==> config.mk <==
export PLATFORM = sky130hd
export DESIGN_NAME = dpt_top
export DESIGN_NICKNAME = d
export VERILOG_FILES = /design/src/dpt_pkg.sv /design/src/dpt_top.sv /design/src/dpt_trig_in.sv /design/src/dpt_trig_out.sv
export SDC_FILE = /design/constraint.sdc
export NUM_CORES = 1
export LEC_CHECK = 0
export BUFFER_PORTS_ARGS = -buffer_cell sky130_fd_sc_hd__buf_2
export CORE_MARGIN = 2
export CORE_UTILIZATION = 46
export DETAILED_ROUTE_END_ITERATION = 8
export GPL_TIMING_DRIVEN = 0
export MAX_ROUTING_LAYER = met4
export PLACE_DENSITY = 0.68
export SLEW_MARGIN = 5
export SYNTH_ARGS = -nofsm -noshare
export SYNTH_HDL_FRONTEND = slang
export SYNTH_HIERARCHICAL = 1
export SYNTH_SLANG_ARGS = --single-unit
==> constraint.sdc <==
create_clock -name SYS_CLK -period 6.8 [get_ports SYS_CLK]
set_input_delay 0.68 -clock SYS_CLK [delete_from_list [all_inputs] [get_ports SYS_CLK]]
set_output_delay 0.68 -clock SYS_CLK [all_outputs]
set_load 0.01 [all_outputs]
==> src/dpt_pkg.sv <==
/*
 * Constants and types shared by the debug probe external trigger block.
 * Assumes a single 200 MHz clock and an APB master for configuration.
 */
// Function
// - Two input, two output channels, fixed numbering
// - Input enable per channel, default off
// - Edge mode: rising, falling or both
// - High level mode triggers on high
// - Low level mode triggers on low
// - Input trigger always halts user program
// - Output enable per channel, default off
// - One high pulse when program stops
// - Pulse width 1 to 65535 us, default 1
package dpt_pkg;
    // -------------------------------------------------------------
    // Sizes and timing
    // -------------------------------------------------------------
    localparam int N_CH = 2;
    localparam int CLK_NS = 5;
    localparam int US_NS = 1000;
    localparam logic [7:0] US_CYCLES = 8'(US_NS / CLK_NS);
    // -------------------------------------------------------------
    // Register offsets, fields and reset values
    // -------------------------------------------------------------
    localparam logic [7:0] CTRL_OFF = 8'h00;
    localparam logic [7:0] WIDTH0_OFF = 8'h04;
    localparam logic [7:0] WIDTH1_OFF = 8'h08;
    localparam logic [7:0] STATUS_OFF = 8'h0C;
    localparam logic [7:0] MASK_OFF = 8'h10;
    localparam logic [7:0] STATE_OFF = 8'h14;
    localparam int IN_EN_POS = 0;
    localparam int OUT_EN_POS = 4;
    localparam int MODE_POS = 8;
    localparam int MODE_STRIDE = 4;
    localparam int ST_IN_POS = 0;
    localparam int ST_STOP_POS = 2;
    localparam int ST_DONE_POS = 3;
    localparam int ST_W = 5;
    localparam int LVL_POS = 0;
    localparam int PULSE_POS = 4;
    localparam logic [15:0] WIDTH_RST = 16'h0001;
    localparam logic [ST_W-1:0] MASK_RST = 5'h00;
    // -------------------------------------------------------------
    // Types
    // -------------------------------------------------------------
    typedef enum logic [2:0] {
        MODE_RISE = 3'h0,
        MODE_FALL = 3'h1,
        MODE_BOTH = 3'h2,
        MODE_HIGH = 3'h3,
        MODE_LOW = 3'h4
    } dpt_mode_e;
    typedef struct packed {
        logic en;
        dpt_mode_e mode;
    } dpt_in_cfg_s;
    typedef struct packed {
        logic en;
        logic [15:0] width;
    } dpt_out_cfg_s;
endpackage : dpt_pkg

==> src/dpt_top.sv <==
/*
 * Debug probe external trigger block: APB registers, two input
 * channels that halt the user program, two output pulse channels
 * fired when the program stops, and a level interrupt.
 * Assumes PROG_STOPPED is a level synchronous to SYS_CLK and that
 * the core halts while HALT_REQ is high.
 */
module dpt_top (
    // Clock and reset
    input wire logic SYS_CLK,
    input wire logic NRST,
    // APB slave
    input wire logic PSEL,
    input wire logic PENABLE,
    input wire logic PWRITE,
    input wire logic [7:0] PADDR,
    input wire logic [31:0] PWDATA,
    output logic [31:0] PRDATA,
    output logic PREADY,
    output logic PSLVERR,
    // Trigger lines
    input wire logic [1:0] TRIG_IN,
    output logic [1:0] TRIG_OUT,
    // Core handshake
    input wire logic PROG_STOPPED,
    output logic HALT_REQ,
    // Interrupt
    output logic IRQ
);
    // -------------------------------------------------------------
    // Reset release
    // -------------------------------------------------------------
    logic rst_meta;
    logic rst_n;

    always_ff @(posedge SYS_CLK or negedge NRST) begin
        if (!NRST) begin
            rst_meta <= 1'b0;
            rst_n <= 1'b0;
        end else begin
            rst_meta <= 1'b1;
            rst_n <= rst_meta;
        end
    end

    // -------------------------------------------------------------
    // Register state
    // -------------------------------------------------------------
    logic [1:0] in_en;
    logic [1:0] out_en;
    dpt_pkg::dpt_mode_e mode [dpt_pkg::N_CH];
    logic [15:0] width [dpt_pkg::N_CH];
    logic [dpt_pkg::ST_W-1:0] status;
    logic [dpt_pkg::ST_W-1:0] mask;
    logic [1:0] hit;
    logic [1:0] level;
    logic [1:0] done;
    logic stop_prev;
    logic stop_rise;
    logic wr_en;
    logic rd_setup;
    logic [dpt_pkg::ST_W-1:0] events;
    dpt_pkg::dpt_in_cfg_s in_cfg [dpt_pkg::N_CH];
    dpt_pkg::dpt_out_cfg_s out_cfg [dpt_pkg::N_CH];

    // -------------------------------------------------------------
    // Address decode helpers
    // -------------------------------------------------------------
    function automatic logic addr_ok(input logic [7:0] a);
        addr_ok = a == dpt_pkg::CTRL_OFF || a == dpt_pkg::WIDTH0_OFF ||
            a == dpt_pkg::WIDTH1_OFF || a == dpt_pkg::STATUS_OFF ||
            a == dpt_pkg::MASK_OFF || a == dpt_pkg::STATE_OFF;
    endfunction : addr_ok

    // Width zero is outside the legal range, so it is held as one
    function automatic logic [15:0] clamp_width(input logic [15:0] w);
        clamp_width = (w == 16'h0000) ? 16'h0001 : w;
    endfunction : clamp_width

    function automatic logic [31:0] ctrl_word();
        logic [31:0] w;
        w = 32'h00000000;
        w[dpt_pkg::IN_EN_POS +: 2] = in_en;
        w[dpt_pkg::OUT_EN_POS +: 2] = out_en;
        for (int i = 0; i < dpt_pkg::N_CH; i++) begin
            w[dpt_pkg::MODE_POS + i * dpt_pkg::MODE_STRIDE +: 3] = mode[i];
        end
        ctrl_word = w;
    endfunction : ctrl_word

    function automatic logic [31:0] read_word(input logic [7:0] a);
        logic [31:0] w;
        w = 32'h00000000;
        case (a)
            dpt_pkg::CTRL_OFF: w = ctrl_word();
            dpt_pkg::WIDTH0_OFF: w[15:0] = width[0];
            dpt_pkg::WIDTH1_OFF: w[15:0] = width[1];
            dpt_pkg::STATUS_OFF: w[dpt_pkg::ST_W-1:0] = status;
            dpt_pkg::MASK_OFF: w[dpt_pkg::ST_W-1:0] = mask;
            dpt_pkg::STATE_OFF: begin
                w[dpt_pkg::LVL_POS +: 2] = level;
                w[dpt_pkg::PULSE_POS +: 2] = TRIG_OUT;
            end
            default: w = 32'h00000000;
        endcase
        read_word = w;
    endfunction : read_word

    // -------------------------------------------------------------
    // APB slave, zero wait states
    // -------------------------------------------------------------
    assign PREADY = 1'b1;
    assign PSLVERR = PSEL && PENABLE && !addr_ok(PADDR);
    assign wr_en = PSEL && PENABLE && PWRITE;
    assign rd_setup = PSEL && !PENABLE && !PWRITE;

    // Read data is captured in the setup cycle so it leaves a flop
    always_ff @(posedge SYS_CLK or negedge rst_n) begin
        if (!rst_n) begin
            PRDATA <= 32'h00000000;
        end else if (rd_setup) begin
            PRDATA <= read_word(PADDR);
        end
    end

    // Control register
    always_ff @(posedge SYS_CLK or negedge rst_n) begin
        if (!rst_n) begin
            in_en <= 2'h0;
            out_en <= 2'h0;
            for (int i = 0; i < dpt_pkg::N_CH; i++) begin
                mode[i] <= dpt_pkg::MODE_RISE;
            end
        end else if (wr_en && PADDR == dpt_pkg::CTRL_OFF) begin
            in_en <= PWDATA[dpt_pkg::IN_EN_POS +: 2];
            out_en <= PWDATA[dpt_pkg::OUT_EN_POS +: 2];
            for (int i = 0; i < dpt_pkg::N_CH; i++) begin
                mode[i] <= dpt_pkg::dpt_mode_e'(
                    PWDATA[dpt_pkg::MODE_POS + i * dpt_pkg::MODE_STRIDE +: 3]);
            end
        end
    end

    // Pulse width registers
    always_ff @(posedge SYS_CLK or negedge rst_n) begin
        if (!rst_n) begin
            width[0] <= dpt_pkg::WIDTH_RST;
            width[1] <= dpt_pkg::WIDTH_RST;
        end else if (wr_en && PADDR == dpt_pkg::WIDTH0_OFF) begin
            width[0] <= clamp_width(PWDATA[15:0]);
        end else if (wr_en && PADDR == dpt_pkg::WIDTH1_OFF) begin
            width[1] <= clamp_width(PWDATA[15:0]);
        end
    end

    // Interrupt mask
    always_ff @(posedge SYS_CLK or negedge rst_n) begin
        if (!rst_n) begin
            mask <= dpt_pkg::MASK_RST;
        end else if (wr_en && PADDR == dpt_pkg::MASK_OFF) begin
            mask <= PWDATA[dpt_pkg::ST_W-1:0];
        end
    end

    // -------------------------------------------------------------
    // Input channels, numbered by instance and never remapped
    // -------------------------------------------------------------
    always_comb begin
        for (int i = 0; i < dpt_pkg::N_CH; i++) begin
            in_cfg[i].en = in_en[i];
            in_cfg[i].mode = mode[i];
            out_cfg[i].en = out_en[i];
            out_cfg[i].width = width[i];
        end
    end

    dpt_trig_in u_in0 (
        .clk(SYS_CLK),
        .rst_n(rst_n),
        .cfg(in_cfg[0]),
        .trig(TRIG_IN[0]),
        .level(level[0]),
        .hit(hit[0])
    );

    dpt_trig_in u_in1 (
        .clk(SYS_CLK),
        .rst_n(rst_n),
        .cfg(in_cfg[1]),
        .trig(TRIG_IN[1]),
        .level(level[1]),
        .hit(hit[1])
    );

    // Halt is not configurable: any hit requests it
    assign HALT_REQ = |hit;

    // -------------------------------------------------------------
    // Output channels, fired by the stop of the user program
    // -------------------------------------------------------------
    always_ff @(posedge SYS_CLK or negedge rst_n) begin
        if (!rst_n) begin
            stop_prev <= 1'b0;
        end else begin
            stop_prev <= PROG_STOPPED;
        end
    end

    assign stop_rise = PROG_STOPPED && !stop_prev;

    dpt_trig_out u_out0 (
        .clk(SYS_CLK),
        .rst_n(rst_n),
        .cfg(out_cfg[0]),
        .fire(stop_rise),
        .pulse(TRIG_OUT[0]),
        .done(done[0])
    );

    dpt_trig_out u_out1 (
        .clk(SYS_CLK),
        .rst_n(rst_n),
        .cfg(out_cfg[1]),
        .fire(stop_rise),
        .pulse(TRIG_OUT[1]),
        .done(done[1])
    );

    // -------------------------------------------------------------
    // Interrupt status, write one to clear, set wins over clear
    // -------------------------------------------------------------
    always_comb begin
        events = '0;
        events[dpt_pkg::ST_IN_POS +: 2] = hit;
        events[dpt_pkg::ST_STOP_POS] = stop_rise;
        events[dpt_pkg::ST_DONE_POS +: 2] = done;
    end

    always_ff @(posedge SYS_CLK or negedge rst_n) begin
        if (!rst_n) begin
            status <= '0;
        end else if (wr_en && PADDR == dpt_pkg::STATUS_OFF) begin
            status <= (status & ~PWDATA[dpt_pkg::ST_W-1:0]) | events;
        end else begin
            status <= status | events;
        end
    end

    // Level output, kept high until software clears or masks
    always_ff @(posedge SYS_CLK or negedge rst_n) begin
        if (!rst_n) begin
            IRQ <= 1'b0;
        end else begin
            IRQ <= |(status & mask);
        end
    end
endmodule : dpt_top

==> src/dpt_trig_in.sv <==
/*
 * One trigger input channel: synchroniser and edge or level detector.
 * Assumes trig may change at any time; rst_n is already synchronised.
 */
module dpt_trig_in (
    // Clock and reset
    input wire logic clk,
    input wire logic rst_n,
    // Configuration
    input wire dpt_pkg::dpt_in_cfg_s cfg,
    // Line and result
    input wire logic trig,
    output logic level,
    output logic hit
);
    logic meta;
    logic prev;

    // -------------------------------------------------------------
    // Synchroniser, meta read only by level
    // -------------------------------------------------------------
    always_ff @(posedge clk or negedge rst_n) begin
        if (!rst_n) begin
            meta <= 1'b0;
            level <= 1'b0;
            prev <= 1'b0;
        end else begin
            meta <= trig;
            level <= meta;
            prev <= level;
        end
    end

    // -------------------------------------------------------------
    // Detector, gated by enable
    // -------------------------------------------------------------
    always_ff @(posedge clk or negedge rst_n) begin
        if (!rst_n) begin
            hit <= 1'b0;
        end else if (!cfg.en) begin
            hit <= 1'b0;
        end else begin
            case (cfg.mode)
                dpt_pkg::MODE_RISE: hit <= level & ~prev;
                dpt_pkg::MODE_FALL: hit <= ~level & prev;
                dpt_pkg::MODE_BOTH: hit <= level ^ prev;
                dpt_pkg::MODE_HIGH: hit <= level;
                dpt_pkg::MODE_LOW: hit <= ~level;
                default: hit <= 1'b0;
            endcase
        end
    end
endmodule : dpt_trig_in

==> src/dpt_trig_out.sv <==
/*
 * One trigger output channel: high pulse timed in microseconds.
 * Assumes fire is a one-cycle pulse; rst_n is already synchronised.
 */
module dpt_trig_out (
    // Clock and reset
    input wire logic clk,
    input wire logic rst_n,
    // Configuration and event
    input wire dpt_pkg::dpt_out_cfg_s cfg,
    input wire logic fire,
    // Pulse
    output logic pulse,
    output logic done
);
    logic [7:0] sub;
    logic [15:0] us_left;
    logic us_tick;

    // Microsecond enable from a divider restarted with each pulse
    assign us_tick = pulse && sub == dpt_pkg::US_CYCLES - 8'h01;

    always_ff @(posedge clk or negedge rst_n) begin
        if (!rst_n) begin
            sub <= 8'h00;
        end else if (!pulse || us_tick) begin
            sub <= 8'h00;
        end else begin
            sub <= sub + 8'h01;
        end
    end

    // -------------------------------------------------------------
    // Pulse; a new stop during a pulse is not stretched
    // -------------------------------------------------------------
    always_ff @(posedge clk or negedge rst_n) begin
        if (!rst_n) begin
            pulse <= 1'b0;
            us_left <= 16'h0000;
            done <= 1'b0;
        end else begin
            done <= 1'b0;
            if (!cfg.en) begin
                pulse <= 1'b0;
            end else if (fire && !pulse) begin
                pulse <= 1'b1;
                us_left <= cfg.width;
            end else if (us_tick) begin
                us_left <= us_left - 16'h0001;
                if (us_left == 16'h0001) begin
                    pulse <= 1'b0;
                    done <= 1'b1;
                end
            end
        end
    end

    logic [23:0] run_len;
    logic [15:0] width_lat;
    always_ff @(posedge clk or negedge rst_n) begin
        if (!rst_n) begin
            run_len <= 24'h000000;
            width_lat <= 16'h0000;
        end else begin
            run_len <= pulse ? run_len + 24'h000001 : 24'h000000;
            if (fire && !pulse) width_lat <= cfg.width;
        end
    end
endmodule : dpt_trig_out

==> After elaboration in Yosys (flattened, before gate mapping) <==
Index checks and enable logic that the tools add are counted.
{ "word_totals": {"latchBits": 0, "out_inout_bits": 38, "inputBits": 48, "n_memories": 0, "romBits": 0, "ff_bits": 132, "ramBits": 0, "elab_cells": 144} }
{ "classes": {"multipliers": 0, "div": 0, "n_addsub": 4, "order_cmp": 0, "n_reduce_logical": 41, "bitwise_logic": 16, "n_shift": 0, "n_mux": 33, "n_eq_ne": 21} }
{ "ops": {"columns": ["cell", "n"], "rows": [
  ["$mux 16", 5],
  ["$eq 16x1->1 const B", 2],
  ["$sub 16x1->16 const B", 2],
  ["$pmux 10 s3", 1],
  ["$mux 1", 18],
  ["$add 8x1->8 const B", 2],
  ["$eq 8x4->1 const B", 2],
  ["$eq 8x5->1 const B", 2],
  ["$eq 8x8->1 const B", 2],
  ["$logic_not 16->1", 1],
  ["$mux 8", 2],
  ["$logic_and 1x1->1", 15],
  ["$eq 3x2->1 const B", 4],
  ["$ne 3x1->1 const B", 4],
  ["$pmux 2 s6", 1],
  ["$and 5x5->5", 2],
  ["$or 5x5->5", 2],
  ["$pmux 1 s5", 2],
  ["$reduce_and 2->1", 5],
  ["$eq 8x3->1 const B", 1],
  ["$logic_not 8->1", 1],
  ["$pmux 2 s4", 1],
  ["$logic_or 1x1->1", 7],
  ["$eq 3x1->1 const B", 2],
  ["13 further kinds", 29]
]} }

==> Logic depth before layout (Yosys ltp) <==
{ "depth": {"depth_word": 8, "ltp_mapped": 7} }

==> Modules after synthesis <==
Netlist, hierarchy kept.
{ "modules_own_cells": {"columns": ["module", "instances", "area_each_um2", "cells_each"], "rows": [
  ["dpt_top", 1, 3462.1, 263],
  ["dpt_trig_out (u_out1)", 1, 1636.6, 176],
  ["dpt_trig_out (u_out0)", 1, 1521.5, 174],
  ["dpt_trig_in", 2, 186.4, 15]
]} }

==> Least setup slack after synthesis <==
Ideal clock, no wire load.
{ "synth_path": {"path_kind": "input-to-reg", "from": "input PADDR[7]", "to": "register width (netlist bit out_cfg[23])", "arrival_ns": 2.309, "path_buffers": 2, "path_slack_ns": 4.367, "required_ns": 6.675, "cell_stages": 5, "path_cell_list": "or4_4 > buf_6 > nor4b_4 > buf_6 > mux2_2"} }
{ "synth_via": {"elab_chain_cells": 2} }
{ "synth_lines": {"columns": ["item", "line", "rtl"], "rows": [
  ["start, declared", "dpt_top.sv:16", "input wire logic [7:0] PADDR,"],
  ["$eq 8x3->1", "dpt_top.sv:149", "end else if (wr_en && PADDR == dpt_pkg::WIDTH0_OFF) begin"],
  ["$logic_and 1x1->1", "dpt_top.sv:149", null],
  ["end, declared", "dpt_top.sv:52", "logic [15:0] width [dpt_pkg::N_CH];"]
]} }
Every way passes these cells.
A chain may end at the register's enable or synchronous reset.

==> Worst setup path in the final report <==
{ "layout_path": {"from": "input PADDR[7]", "to": "output PSLVERR"} }
{ "layout_via": {"elab_chain_cells": 8, "word_cells_on_any_way": 13} }
{ "layout_lines": {"columns": ["item", "line", "rtl"], "rows": [
  ["$eq 8x3->1 or $logic_not 8->1 (tied branches)", "dpt_top.sv:70", "addr_ok = a == dpt_pkg::CTRL_OFF || a == dpt_pkg::WIDTH0_OFF ||"],
  ["$logic_or 1x1->1 (2 in a row)", "dpt_top.sv:70", null],
  ["$logic_or 1x1->1 (2 in a row)", "dpt_top.sv:71", "a == dpt_pkg::WIDTH1_OFF || a == dpt_pkg::STATUS_OFF ||"],
  ["$logic_or 1x1->1 *", "dpt_top.sv:72", "a == dpt_pkg::MASK_OFF || a == dpt_pkg::STATE_OFF;"],
  ["$logic_not 1->1 *", "dpt_top.sv:113", "assign PSLVERR = PSEL && PENABLE && !addr_ok(PADDR);"],
  ["$logic_and 1x1->1 *", "dpt_top.sv:113", null],
  ["end, declared", "dpt_top.sv:20", "output logic PSLVERR,"]
]} }
Every way passes the cells marked *; elsewhere a longest branch is shown, timed or not.

==> report_table.html <==
<table>
<tr><th>Metric</th><th>Value</th></tr>
<tr><th colspan="2">Status</th></tr>
<tr><td>Run status</td><td>finished clean</td></tr>
<tr><th colspan="2">Yosys</th></tr>
<tr><td>Share of synthesized area occupied by flip-flops and latches</td><td>47.3%</td></tr>
<tr><td>Count of unique library cells instantiated by Yosys</td><td>approximately 80</td></tr>
<tr><td>Post-synth EDFFs</td><td>0</td></tr>
<tr><td>#FFs+latches synth</td><td>132</td></tr>
<tr><td>Number of warnings issued by yosys</td><td>6</td></tr>
<tr><td>Post-synthesis cell area</td><td>6990 µm²</td></tr>
<tr><td>Number of standard cells after synthesis</td><td>643</td></tr>
<tr><td>Primary flip-flop cell chosen by synthesis mapping</td><td>sky130_fd_sc_hd__dfrtp_1</td></tr>
<tr><td>Fraction of registers with async set or reset after synthesis</td><td>100%</td></tr>
<tr><td>Synthesized area per cell</td><td>10.9 µm²</td></tr>
<tr><th colspan="2">Layout</th></tr>
<tr><td>Fraction of layout instances using a drive strength above 1</td><td>26.2%</td></tr>
<tr><td>Share of the core filled with cells</td><td>54.6%</td></tr>
<tr><td>Combined flip-flop and latch cell area</td><td>~3300 µm²</td></tr>
<tr><td>Antenna diode count</td><td>0</td></tr>
<tr><td>Layout area overhead</td><td>17.5%</td></tr>
<tr><td>Fill cells</td><td>1325</td></tr>
<tr><td>Final net count</td><td>788</td></tr>
<tr><td>Multi-input logic area</td><td>3350 µm²</td></tr>
<tr><td>Count of non-filler cells in the finished layout</td><td>931</td></tr>
<tr><th colspan="2">Timing</th></tr>
<tr><td>Unrepaired setup endpoints after global routing</td><td>no</td></tr>
<tr><td>Headroom to the max-slew limit</td><td>between 30% and 40%</td></tr>
<tr><td>Clk_skew</td><td>0.00815 ns</td></tr>
<tr><td>Peak clock frequency supported by timing</td><td>382 MHz</td></tr>
<tr><td>Count of pins over their slew limit</td><td>0</td></tr>
<tr><td>Number of failing setup endpoints in the final timing report</td><td>0</td></tr>
<tr><td>Actual transition at the worst max-transition pin</td><td>about 1 ns</td></tr>
<tr><td>Crit share post-route</td><td>38.5%</td></tr>
<tr><td>Min cycle time layout</td><td>2.62 ns</td></tr>
<tr><td>Total negative slack</td><td>0 ns</td></tr>
<tr><td>Post-route setup slack</td><td>4.18 ns</td></tr>
<tr><td>Count of endpoints failing hold in the final timing report</td><td>0</td></tr>
<tr><th colspan="2">Min path</th></tr>
<tr><td>Hold WC Path Type</td><td>in2async</td></tr>
<tr><th colspan="2">CTS</th></tr>
<tr><td>Number of cells upsized or downsized after cts</td><td>0</td></tr>
<tr><td>Clock slew at reported path FFs</td><td>around 0.060 ns</td></tr>
<tr><td>Clock tree from TritonCTS</td><td>yes</td></tr>
<tr><td>Cts bufs inserted</td><td>17</td></tr>
<tr><td>CTS Sinks</td><td>132</td></tr>
<tr><td>Clock insertion delay at the later pin of the skew report</td><td>about 0.42 ns</td></tr>
<tr><td>Number of hold buffers added after cts</td><td>0</td></tr>
<tr><td>Deepest level of the CTS H-tree</td><td>4</td></tr>
<tr><td>Setup repair bufs after CTS</td><td>0</td></tr>
<tr><td>Largest buffer count on any clock path</td><td>2</td></tr>
<tr><td>Clock root buffer</td><td>sky130_fd_sc_hd__clkbuf_16</td></tr>
<tr><th colspan="2">Power and ir drop</th></tr>
<tr><td>Sequential share of power</td><td>between 40% and 50%</td></tr>
<tr><td>Static leakage</td><td>around 3.8 nW</td></tr>
<tr><td>Clock Power Share</td><td>49.6%</td></tr>
<tr><td>Cell-internal power</td><td>~1.4 mW</td></tr>
<tr><td>Pwr Density</td><td>between 200 and 250 nW/µm²</td></tr>
<tr><td>Switch share</td><td>about a quarter</td></tr>
<tr><td>Maximum resistive drop on vdd</td><td>about 0.00018 V</td></tr>
<tr><td>Net Switching</td><td>around 490 µW</td></tr>
<tr><td>Comb pwr share</td><td>7.4%</td></tr>
<tr><th colspan="2">Die</th></tr>
<tr><td>Num ports</td><td>86</td></tr>
<tr><td>Die Area</td><td>roughly 16000 µm²</td></tr>
<tr><td>Initial core utilization</td><td>46.5%</td></tr>
<tr><td>Standard-cell rows</td><td>45</td></tr>
<tr><td>Die outline width</td><td>127 µm</td></tr>
<tr><td>Die boundary height</td><td>127 µm</td></tr>
<tr><td>Std-Cell Core Area</td><td>between 15000 and 20000 µm²</td></tr>
<tr><th colspan="2">Global routing</th></tr>
<tr><td>Wire length of the first global-routing pass</td><td>29.8 mm</td></tr>
<tr><td>Initial antenna violation count</td><td>0</td></tr>
<tr><td>Via count of the first global-routing pass</td><td>5483</td></tr>
<tr><td>Global-route usage over all layers</td><td>roughly 24%</td></tr>
<tr><td>Grt total ovfl</td><td>0</td></tr>
<tr><td>Pin count of the biggest net entering global routing</td><td>55</td></tr>
<tr><th colspan="2">Detailed routing</th></tr>
<tr><td>Total number of vias</td><td>around 5600</td></tr>
<tr><td>Via density per instance</td><td>just over 6</td></tr>
<tr><td>Final routed DRC violation total</td><td>0</td></tr>
<tr><td>First DRT Iteration DRCs</td><td>484</td></tr>
<tr><td>WL per Instance</td><td>19.8 µm</td></tr>
<tr><td>Number of iterations in the first detailed-routing pass</td><td>7</td></tr>
<tr><td>Total detailed-routing wirelength</td><td>roughly 18 mm</td></tr>
<tr><td>Count of antenna-violating nets left after detailed routing</td><td>0</td></tr>
<tr><th colspan="2">Placement</th></tr>
<tr><td>Placement Setup Slack</td><td>3.87 ns</td></tr>
<tr><td>Number of port buffers</td><td>50</td></tr>
<tr><td>Cells after DPL</td><td>899</td></tr>
<tr><td>Final weighted congestion in routability-driven placement</td><td>0.919</td></tr>
<tr><td>HPWL Detailed</td><td>about 13 mm</td></tr>
<tr><th colspan="2">Job</th></tr>
<tr><td>Max-cap violations</td><td>0</td></tr>
<tr><th colspan="2">Setup path</th></tr>
<tr><td>Category of the most critical setup path</td><td>in2out</td></tr>
<tr><td>Endpoint type of the worst setup path</td><td>output port</td></tr>
<tr><td>Crit Path Max Fanout</td><td>9</td></tr>
<tr><td>Data arrival time of the critical path</td><td>1.94 ns</td></tr>
<tr><td>Data required time at the worst endpoint</td><td>6.12 ns</td></tr>
<tr><td>Nature of the critical path startpoint</td><td>input pin</td></tr>
</table>
[metal layers]
metal	GRT usage, %	vias up	share of wire [%]
met5	-	-	0
met2	39.3	203	50
met3	5.03	28	5.4
met1	30.9	2834	43
li1	-	2570	-
met4	8.27	0	2.2
[flip-flops by register name, indices dropped and copies added, names as in the netlist, 2 cells and up]
name / cells
PRDATA: 16
in_cfg: 6
in_en: 2
mask: 5
out_cfg: 32
out_en: 2
status: 5
u_out0/sub: 8
u_out0/us_left: 16
u_out1/sub: 8
u_out1/us_left: 16
[worst max-delay path: stages]
cell                       delay, ns
sky130_fd_sc_hd__buf_2          0.11
sky130_fd_sc_hd__or4_4          0.53
sky130_fd_sc_hd__buf_6          0.16
sky130_fd_sc_hd__a211oi_1       0.25
sky130_fd_sc_hd__nor2_1         0.06
sky130_fd_sc_hd__buf_2          0.14
[power by group through the flow]
stage	logic, mW	registers (mW)	clock network (mW)
2_1_floorplan	0.0890	0.847	0
3_3_place_gp	0.123	0.857	0
3_5_place_dp	0.143	0.847	0
4_1_cts	0.144	0.833	0.980
5_1_grt	0.159	0.837	1.01
6_report	0.144	0.834	0.962
[cell usage in the layout, fill, tap and decap left out, types with 14 or more instances in the layout]
cell                        count
sky130_fd_sc_hd__nand2_1       27
sky130_fd_sc_hd__nand3_1       24
sky130_fd_sc_hd__nor3_1        15
sky130_fd_sc_hd__conb_1        18
sky130_fd_sc_hd__nor2_1        43
sky130_fd_sc_hd__clkbuf_16     17
sky130_fd_sc_hd__buf_4         19
sky130_fd_sc_hd__clkbuf_1      20
sky130_fd_sc_hd__inv_1         19
sky130_fd_sc_hd__a21oi_1       26
sky130_fd_sc_hd__mux2_2        48
sky130_fd_sc_hd__o21ai_0       16
sky130_fd_sc_hd__mux2i_1       14
sky130_fd_sc_hd__dfrtp_1      129
sky130_fd_sc_hd__buf_2         53
[stage by stage]
step / hold WS, ns / cell area [µm²] / power [mW]
floorplan: 0.331 / 7050 / 0.936
global placement: 0.337 / 7540 / 0.980
detailed placement: 0.264 / 7600 / 0.990
CTS: 0.00940 / 8210 / 1.96
global route: 0.0119 / 8210 / 2.01
finish: 0.0277 / 8210 / 1.94
[logic make-up after synthesis]
logic type / after synthesis / synth area share [%]
buf+inv: 71 / 5.67
flops: 132 / 47.3
other cells: 2 / 0.107
simple gates: 210 / 18.4
xor+xnor: 13 / 1.63
mux: 65 / 10.7
fa+ha+maj: 10 / 1.79
compound gates: 140 / 14.5
[final timing paths]
check                                      from                       endpoint  slack (ns)  cells after the start
hold reg to reg                 rst_n$_DFF_PN0_            status[0]$_DFF_PN0_        0.26                      0
max in group asynchronous       rst_n$_DFF_PN0_        out_cfg[17]$_DFFE_PN1N_        5.59                      2
min in group SYS_CLK       u_in0/meta$_DFF_PN0_          u_in0/level$_DFF_PN0_        0.35                      0
setup / recovery                       PADDR[7]                        PSLVERR        4.18                      6
hold / removal                             NRST                rst_n$_DFF_PN0_        0.03                      1
setup reg to reg            stop_prev$_DFF_PN0_  u_out1/us_left[8]$_DFFE_PN0P_        4.29                      6
[cell type report]
cell class                      instances  share of cell area (%)
Clock inverter                         15                    2.33
Buffer                                 50                    3.84
Sequential cell                       132                    40.3
Tap cell                              188                    2.86
Inverter                               21                   0.990
Timing Repair Buffer                   52                    3.72
Multi-Input combinational cell        456                    40.8
Clock buffer                           17                    5.18
[cell usage after synthesis (4+ instances only)]
master	n	share of area (%)
sky130_fd_sc_hd__a211oi_1	4	0.43
sky130_fd_sc_hd__a21o_1	6	0.64
sky130_fd_sc_hd__a21oi_1	26	1.9
sky130_fd_sc_hd__a22o_1	8	1.0
sky130_fd_sc_hd__a22oi_1	8	0.86
sky130_fd_sc_hd__a311oi_1	5	0.63
sky130_fd_sc_hd__and3_1	10	0.89
sky130_fd_sc_hd__and4_1	4	0.50
sky130_fd_sc_hd__buf_4	19	2.0
sky130_fd_sc_hd__buf_6	7	1.1
sky130_fd_sc_hd__clkbuf_1	20	1.1
sky130_fd_sc_hd__dfrtp_1	130	47
sky130_fd_sc_hd__ha_1	10	1.8
sky130_fd_sc_hd__inv_1	19	1.0
sky130_fd_sc_hd__mux2_2	48	7.7
sky130_fd_sc_hd__mux2i_1	14	2.0
sky130_fd_sc_hd__nand2_1	27	1.4
sky130_fd_sc_hd__nand3_1	24	1.7
sky130_fd_sc_hd__nand4_1	13	1.2
sky130_fd_sc_hd__nor2_1	43	2.3
sky130_fd_sc_hd__nor2b_1	8	0.72
sky130_fd_sc_hd__nor3_1	15	1.1
sky130_fd_sc_hd__nor4_1	10	0.89
sky130_fd_sc_hd__nor4_4	4	1.2
sky130_fd_sc_hd__o211ai_1	4	0.43
sky130_fd_sc_hd__o21ai_0	16	1.1
sky130_fd_sc_hd__o22ai_1	10	0.89
sky130_fd_sc_hd__o2bb2ai_1	8	1.0
sky130_fd_sc_hd__o31ai_1	5	0.54
sky130_fd_sc_hd__or2_2	7	0.63
sky130_fd_sc_hd__or3_1	7	0.63
sky130_fd_sc_hd__or4_1	5	0.54
sky130_fd_sc_hd__xor2_1	13	1.6
(Power assumes the default switching activity.)
